**src/design/dict_consts.vh**
```
`ifndef DICT_CONSTS_VH
`define DICT_CONSTS_VH

// Byte offsets on the register bus
`define DICT_OFF_RUN 6'h00
`define DICT_OFF_CH_BASE 6'h04
`define DICT_CH_STRIDE 6'h0c
`define DICT_SUB_CSR 6'h00
`define DICT_SUB_CNT 6'h04
`define DICT_SUB_PER 6'h08
`define DICT_OFF_IRQ_STAT 6'h1c
`define DICT_OFF_IRQ_MASK 6'h20
`define DICT_OFF_STANDBY 6'h24

// Channel control/status field positions
`define DICT_CSR_FLAG 7
`define DICT_CSR_IRQ_EN 6
`define DICT_CSR_XFER_EN 5
`define DICT_CSR_CKS_HI 1
`define DICT_CSR_CKS_LO 0

// Reset values
`define DICT_CNT_RST 16'h0000
`define DICT_PER_RST 16'hffff
`define DICT_STANDBY_RST 1'b0

// Clock select codes
`define DICT_CKS_DIV8 2'h0
`define DICT_CKS_DIV32 2'h1
`define DICT_CKS_DIV128 2'h2
`define DICT_CKS_DIV512 2'h3

// Prescaler masks, one less than each division
`define DICT_MASK_DIV8 9'h007
`define DICT_MASK_DIV32 9'h01f
`define DICT_MASK_DIV128 9'h07f
`define DICT_MASK_DIV512 9'h1ff

`endif

```
**src/design/dict_timer.v**
```verilog
// The placing of the registers and the Avalon-MM register port were decided locally.
`timescale 1ns/1ps
`include "dict_consts.vh"

module dict_timer (
  // Clock and reset
  input wire i_clock,
  input wire i_srst,
  // Avalon-MM slave
  input wire [5:0] i_address,
  input wire i_read,
  input wire i_write,
  input wire [31:0] i_writedata,
  input wire [3:0] i_byteenable,
  output wire [31:0] o_readdata,
  output wire o_waitrequest,
  // Interrupts
  output wire o_irq,
  output wire [1:0] o_match_irq,
  // Transfer controller
  output wire o_xfer_req,
  output wire o_xfer_chan,
  input wire i_xfer_clear
);

  reg wait_r;
  reg [31:0] rdata_r;
  reg [1:0] run_r;
  reg standby_r;
  reg [1:0] stat_r;
  reg [1:0] mask_r;
  reg irq_r;
  reg [1:0] match_irq_r;
  reg xfer_req_r;
  reg xfer_chan_r;
  reg [8:0] pre_r;
  reg [31:0] rdata_nxt;

  wire t2_wr;
  wire t2_rd;
  wire [31:0] ch_cnt;
  wire [31:0] ch_per;
  wire [15:0] ch_csr;
  wire [1:0] ch_match;
  wire [1:0] ch_pend;
  wire [1:0] ch_xen;

  // Divided clock pulse for a select code
  function div_tick;
    input [1:0] cks;
    input [8:0] pre;
    reg [8:0] m;
    begin
      m = `DICT_MASK_DIV512;
      if (cks == `DICT_CKS_DIV8)
      begin
        m = `DICT_MASK_DIV8;
      end
      else if (cks == `DICT_CKS_DIV32)
      begin
        m = `DICT_MASK_DIV32;
      end
      else if (cks == `DICT_CKS_DIV128)
      begin
        m = `DICT_MASK_DIV128;
      end
      div_tick = ((pre & m) == m);
    end
  endfunction

  // Address of a channel register
  function [5:0] ch_addr;
    input ch;
    input [5:0] sub;
    begin
      ch_addr = `DICT_OFF_CH_BASE + (ch ? `DICT_CH_STRIDE : 6'h00) + sub;
    end
  endfunction

  assign t2_wr = i_write & ~wait_r;
  assign t2_rd = i_read & ~wait_r;

  // Bus handshake: one wait cycle, then the second state
  always @(posedge i_clock)
  begin
    if (i_srst)
    begin
      wait_r <= 1'b1;
      rdata_r <= 32'h00000000;
    end
    else
    begin
      if ((i_read | i_write) & wait_r)
      begin
        wait_r <= 1'b0;
        rdata_r <= rdata_nxt;
      end
      else
      begin
        wait_r <= 1'b1;
      end
    end
  end

  // Read data decode
  always @*
  begin
    rdata_nxt = 32'h00000000;
    if (i_address == `DICT_OFF_RUN)
    begin
      rdata_nxt = {30'h00000000, run_r};
    end
    else if (i_address == ch_addr(1'b0, `DICT_SUB_CSR))
    begin
      rdata_nxt = {24'h000000, ch_csr[7:0]};
    end
    else if (i_address == ch_addr(1'b0, `DICT_SUB_CNT))
    begin
      rdata_nxt = {16'h0000, ch_cnt[15:0]};
    end
    else if (i_address == ch_addr(1'b0, `DICT_SUB_PER))
    begin
      rdata_nxt = {16'h0000, ch_per[15:0]};
    end
    else if (i_address == ch_addr(1'b1, `DICT_SUB_CSR))
    begin
      rdata_nxt = {24'h000000, ch_csr[15:8]};
    end
    else if (i_address == ch_addr(1'b1, `DICT_SUB_CNT))
    begin
      rdata_nxt = {16'h0000, ch_cnt[31:16]};
    end
    else if (i_address == ch_addr(1'b1, `DICT_SUB_PER))
    begin
      rdata_nxt = {16'h0000, ch_per[31:16]};
    end
    else if (i_address == `DICT_OFF_IRQ_STAT)
    begin
      rdata_nxt = {30'h00000000, stat_r};
    end
    else if (i_address == `DICT_OFF_IRQ_MASK)
    begin
      rdata_nxt = {30'h00000000, mask_r};
    end
    else if (i_address == `DICT_OFF_STANDBY)
    begin
      rdata_nxt = {31'h00000000, standby_r};
    end
  end

  // Shared control, prescaler, interrupt and transfer logic
  always @(posedge i_clock)
  begin
    if (i_srst)
    begin
      run_r <= 2'h0;
      standby_r <= `DICT_STANDBY_RST;
      stat_r <= 2'h0;
      mask_r <= 2'h0;
      irq_r <= 1'b0;
      match_irq_r <= 2'h0;
      xfer_req_r <= 1'b0;
      xfer_chan_r <= 1'b0;
      pre_r <= 9'h000;
    end
    else
    begin
      if (!standby_r)
      begin
        pre_r <= pre_r + 9'h001;
      end
      if (t2_wr && i_byteenable[0] && i_address == `DICT_OFF_RUN)
      begin
        run_r <= i_writedata[1:0];
      end
      if (t2_wr && i_byteenable[0] && i_address == `DICT_OFF_STANDBY)
      begin
        standby_r <= i_writedata[0];
      end
      if (t2_wr && i_byteenable[0] && i_address == `DICT_OFF_IRQ_MASK)
      begin
        mask_r <= i_writedata[1:0];
      end
      if (t2_wr && i_byteenable[0] && i_address == `DICT_OFF_IRQ_STAT)
      begin
        stat_r <= (stat_r & ~i_writedata[1:0]) | ch_match;
      end
      else
      begin
        stat_r <= stat_r | ch_match;
      end
      // Interrupt level and transfer request
      irq_r <= |(stat_r & mask_r);
      match_irq_r <= ch_pend & ~ch_xen;
      xfer_req_r <= |(ch_pend & ch_xen);
      xfer_chan_r <= ~(ch_pend[0] & ch_xen[0]);
    end
  end

  // Per-channel counter, period and control/status
  genvar gi;
  generate
    for (gi = 0; gi < 2; gi = gi + 1)
    begin : g_ch
      reg [15:0] cnt_r;
      reg [15:0] per_r;
      reg [1:0] cks_r;
      reg irq_en_r;
      reg xfer_en_r;
      reg flag_r;
      reg seen_r;
      reg [15:0] cnt_nxt;
      wire tick;
      wire match;
      wire cnt_wr;
      wire csr_wr;
      wire flag_clr;
      wire per_wr;
      wire flag_rd;

      // Channel strobes
      assign tick = run_r[gi] & ~standby_r & div_tick(cks_r, pre_r);
      assign match = tick & (cnt_r == per_r);
      assign cnt_wr = t2_wr & (i_address == ch_addr(gi == 1, `DICT_SUB_CNT));
      assign csr_wr = t2_wr & i_byteenable[0] & (i_address == ch_addr(gi == 1, `DICT_SUB_CSR));
      assign per_wr = t2_wr & (i_address == ch_addr(gi == 1, `DICT_SUB_PER));
      assign flag_rd = t2_rd & flag_r & (i_address == ch_addr(gi == 1, `DICT_SUB_CSR));
      assign flag_clr = (csr_wr & seen_r & ~i_writedata[`DICT_CSR_FLAG])
        | (i_xfer_clear & xfer_req_r & (xfer_chan_r == gi));

      // Counter next value with write contention
      always @*
      begin
        cnt_nxt = cnt_r;
        if (match)
        begin
          cnt_nxt = `DICT_CNT_RST;
        end
        else if (cnt_wr)
        begin
          if (i_byteenable[0])
          begin
            cnt_nxt[7:0] = i_writedata[7:0];
          end
          if (i_byteenable[1])
          begin
            cnt_nxt[15:8] = i_writedata[15:8];
          end
        end
        else if (tick)
        begin
          cnt_nxt = cnt_r + 16'h0001;
        end
      end

      always @(posedge i_clock)
      begin
        if (i_srst)
        begin
          cnt_r <= `DICT_CNT_RST;
          per_r <= `DICT_PER_RST;
          cks_r <= `DICT_CKS_DIV8;
          irq_en_r <= 1'b0;
          xfer_en_r <= 1'b0;
          flag_r <= 1'b0;
          seen_r <= 1'b0;
        end
        else
        begin
          cnt_r <= cnt_nxt;
          if (per_wr)
          begin
            if (i_byteenable[0])
            begin
              per_r[7:0] <= i_writedata[7:0];
            end
            if (i_byteenable[1])
            begin
              per_r[15:8] <= i_writedata[15:8];
            end
          end
          if (csr_wr)
          begin
            cks_r <= i_writedata[`DICT_CSR_CKS_HI:`DICT_CSR_CKS_LO];
            irq_en_r <= i_writedata[`DICT_CSR_IRQ_EN];
            xfer_en_r <= i_writedata[`DICT_CSR_XFER_EN];
          end
          // Set wins over clear
          if (match)
          begin
            flag_r <= 1'b1;
          end
          else if (flag_clr)
          begin
            flag_r <= 1'b0;
          end
          // Read of a set flag arms its clear
          if (csr_wr)
          begin
            seen_r <= 1'b0;
          end
          else if (flag_rd)
          begin
            seen_r <= 1'b1;
          end
        end
      end

      assign ch_cnt[16 * gi +: 16] = cnt_r;
      assign ch_per[16 * gi +: 16] = per_r;
      assign ch_csr[8 * gi +: 8] = {flag_r, irq_en_r, xfer_en_r, 3'h0, cks_r};
      assign ch_match[gi] = match;
      assign ch_pend[gi] = flag_r & irq_en_r;
      assign ch_xen[gi] = xfer_en_r;
    end
  endgenerate

  assign o_readdata = rdata_r;
  assign o_waitrequest = wait_r;
  assign o_irq = irq_r;
  assign o_match_irq = match_irq_r;
  assign o_xfer_req = xfer_req_r;
  assign o_xfer_chan = xfer_chan_r;

endmodule

```
**config.mk**
```make
export PLATFORM = sky130hd
export DESIGN_NAME = dict_timer
export DESIGN_NICKNAME = d
export VERILOG_FILES = /design/src/design/dict_timer.v
export VERILOG_INCLUDE_DIRS = /design/src /design/src/design
export SDC_FILE = /design/constraint.sdc
export NUM_CORES = 1
export LEC_CHECK = 0
export BUFFER_PORTS_ARGS = -buffer_cell sky130_fd_sc_hd__buf_2
export CELL_PAD_IN_SITES_DETAIL_PLACEMENT = 0
export CELL_PAD_IN_SITES_GLOBAL_PLACEMENT = 1
export CORE_ASPECT_RATIO = 1.5
export CORE_MARGIN = 3
export CORE_UTILIZATION = 47
export DETAILED_ROUTE_END_ITERATION = 8
export PLACE_DENSITY = 0.89
export SETUP_SLACK_MARGIN = 0.05
export SLEW_MARGIN = 20
export SYNTH_ARGS = -nofsm -noshare
export SYNTH_HDL_FRONTEND = slang
export SYNTH_SLANG_ARGS = --single-unit
```
**constraint.sdc**
```tcl
create_clock -name i_clock -period 6.18 [get_ports i_clock]
set_input_delay 1.236 -clock i_clock [delete_from_list [all_inputs] [get_ports i_clock]]
set_output_delay 1.236 -clock i_clock [all_outputs]
set_load 0.05 [all_outputs]
```
==> impl_metrics.yaml <==
synth:
  yosysWarnings: 0
  yosysMostFrequentCell: "nand2_1"
  synth_commonest_cells: "nand2_1, dfxtp_1, a21oi_1, nor2_1, nand3_1"
  synth_top_area_share_pct: 35.4
  synthArstFlopShare_pct: 0
  syn_area_um2: 6450
  synth_compound_area_share_pct: 21.8
  synthXorXnorAreaFrac_pct: 6.11
  ys_top_cells_by_area: "dfxtp_1, nand2_1, a21oi_1"
  ys_seq_elements: 114
  netlist.top_cell.by_area: "dfxtp_1"
  avgSynthCellArea_um2: 8.07
  synth_fa_ha_area_share_pct: 0.582
  yosys.area_share.simple_pct: 27.2
  synth-edff-count: 0
  synthMuxAreaShare_pct: 2.81
  netlist_instances: 799
  ys_seq_area_share_pct: 35.4
  synth_top_family_by_area: "simple AND/OR/NAND/NOR gates"
  dominantRegCellSynth: "dfxtp_1"
  yosysUniqueCellTypes: 78
global_route:
  grt_pass1_wl_mm: 30.7
  busiest_layer: "met2"
  first_global_vias: 5935
  grtUsageTotal_pct: 26.0
  grt_overflow: 0
  antenna_found_initial: 0
  use_met2_pct: 45.4
  grt_max_degree: 37
  met1_usage_pct: 28.6
  gr-usage-met3_pct: 5.83
clock_network:
  postCtsHoldBufs: 0
  htreeDepth: 4
  clock_sinks: 114
  clk_pin_slew_ps: 60
  root_buffer: "clkbuf_16"
  cts_resized: 0
  clock_latency_ps: 420
  cts_buffer_depth: 2
  post_cts_buffers: 0
  numCtsBuffers: 17
  cts_tree: "done"
place:
  portBuffers: 50
  place_ws_ps: 2430
  gp_congestion: 0.929
  place_hpwl_mm: 14.4
power_and_ir_drop:
  ir_drop_uv: 171
  p_per_area_nw_per_um2: 252
  leakage_nw: 2.50
setup_path:
  crit_arrival_ps: 3780
  worstSetupPathType: "in -> reg"
  crit_path_max_fanout: 19
  setup.reg_to_reg.worst_slack_ps: 3600
  cp-start-kind: "input port"
  r2r.worst_path.cells: 5
  r2r-start: "o_waitrequest"
  required_ps: 6520
  end_kind: "flop"
  r2r-end: "g_ch[1].cnt_r[4]"
timing:
  setup-tns-final_ps: 0
  relSlewSlack_pct: 25.2
  rsz0062_at_grt: "false"
  fmax_ghz: 0.291
  period_needed_ps: 3440
  clock_skew_ps: 6.60
  worst_pin_slew_ps: 1120
  finalSetupViolations: 0
  hold_viol: 0
  finalCritPeriodShare_pct: 55.7
  slew_violations: 0
  setup_ws_ps: 2740
cells_and_area:
  num_antenna_cells: 0
  area.growth.synth_to_final_pct: 11.8
  nets: 867
  ff_latch_area_um2: 2280
  drive_above_1_share_pct: 14.3
  fillers: 1246
  multiInputGateArea_um2: 3850
hold_path:
  worstHoldPathType: "reg -> reg"
  holdPathEnd: "o_readdata[14]"
  hold_start: "o_readdata[14]"
  hold_depth: 1
route:
  initialDrtViolationCount: 548
  ant_nets: 0
  finalWirelength_mm: 19.5
  drc_errors: 0
  num_vias: 6245
  first_pass_iters: 6
  wl_per_cell_um: 19.7
  vias_per_cell: 6.31
die:
  die_y_um: 149
  rows: 51
  dieArea_um2: 15200
  coreArea_um2: 13200
  initial_core_util_pct: 48.8
  ios: 85
  die_w_um: 102
outcome:
  status: "completed"
run:
  max-cap-violations: 0
worst max path at each step:
stage,from,endpoint,cells after the start
2_1_floorplan,i_address[3],o_readdata[10],6
3_3_place_gp,i_address[2],g_ch[1].cnt_r[6],6
3_5_place_dp,i_address[2],g_ch[1].cnt_r[4],6
4_1_cts,i_address[2],g_ch[1].cnt_r[4],6
5_1_grt,i_address[2],g_ch[1].cnt_r[4],6
6_report,i_address[2],g_ch[1].cnt_r[4],6
layout by cell type, fill, tap and decap left out, types with 4 or more instances in the layout:
cell type,netlist,final
conb_1,1,16
nor2_2,3,4
o211ai_1,4,4
nor3_1,22,21
nor2_1,44,43
nand3_1,35,35
nor2b_1,6,6
o221ai_1,4,4
and3_1,5,5
o21ai_1,28,28
a22o_1,18,18
or2_2,4,4
o21a_1,4,4
clkbuf_16,0,17
clkinvlp_4,0,5
dfxtp_1,114,114
nand3b_1,10,10
o21ai_0,13,13
buf_2,15,50
a21oi_1,48,48
a221oi_1,12,12
xnor2_1,25,25
a31oi_1,8,8
nor3_4,4,4
nor4_1,10,10
and2_1,5,5
a222oi_1,11,11
xor2_1,20,20
inv_6,0,6
a21o_1,14,14
nand2b_1,4,4
a22oi_1,5,5
or3_1,8,8
inv_1,12,12
nand4_1,18,18
a21boi_0,4,4
nand2_1,130,130
mux2i_1,17,17
report_power, final:
group | leakage (nW) | internal [mW] | switching (mW) | total, mW
Sequential | 0.921 | 0.740 | 0.00418 | 0.744
Combinational | 1.31 | 0.0241 | 0.0923 | 0.116
Clock | 0.266 | 0.563 | 0.391 | 0.953
per-stage QoR:
step                      area, µm²  util, %  cells  power, mW  hold WS (ps)
after floorplan                6500        -    814      0.844           442
after global placement         6620     50.1    957      0.872           456
after detailed placement       6620     50.1    957      0.873           462
after CTS                      7190     54.5    989       1.82           478
after global routing           7210     54.6    989       1.87           491
final                          7210     54.6    989       1.81           472
worst max-delay path, cell delays in order:
cell and delay (ps):
buf_2 260, nor4b_2 480, nand3_2 430, a31oi_1 980, o21ai_1 160, a21oi_1 210
registers in the layout, indices dropped and copies added (netlist names):
register / cells
g_ch.cks_r: 4
g_ch.cnt_r: 32
g_ch.flag_r: 2
g_ch.irq_en_r: 2
g_ch.per_r: 32
g_ch.seen_r: 2
g_ch.xfer_en_r: 2
mask_r: 2
o_irq: 1
o_match_irq: 2
o_readdata: 16
o_waitrequest: 1
o_xfer_chan: 1
o_xfer_req: 1
pre_r: 9
run_r: 2
standby_r: 1
stat_r: 2
logic make-up (layout without fill, tap and decap cells):
family,after synthesis,after routing
and+or+nand+nor,337,337
adders and majority gates,3,3
buffers and inverters,80,96
xor gates and xnor gates,45,45
other,1,16
AOI/OAI and AO/OA,201,201
muxes,18,18
DFF,114,114
layout make-up:
type | count | area share [%]
Timing Repair Buffer | 51 | 3.58
Clock inverter | 15 | 2.07
Clock buffer | 17 | 5.90
Multi-Input combinational cell | 620 | 53.4
Tap cell | 159 | 2.76
Sequential cell | 114 | 31.7
Inverter | 13 | 0.677
routing by layer:
layer  up-vias  share of wire, %
met3        64               5.3
met4         0               5.7
li1       2908                 -
met5         -                 0
met2       243                51
met1      3030                38
Power figures use the tool's default switching activity.
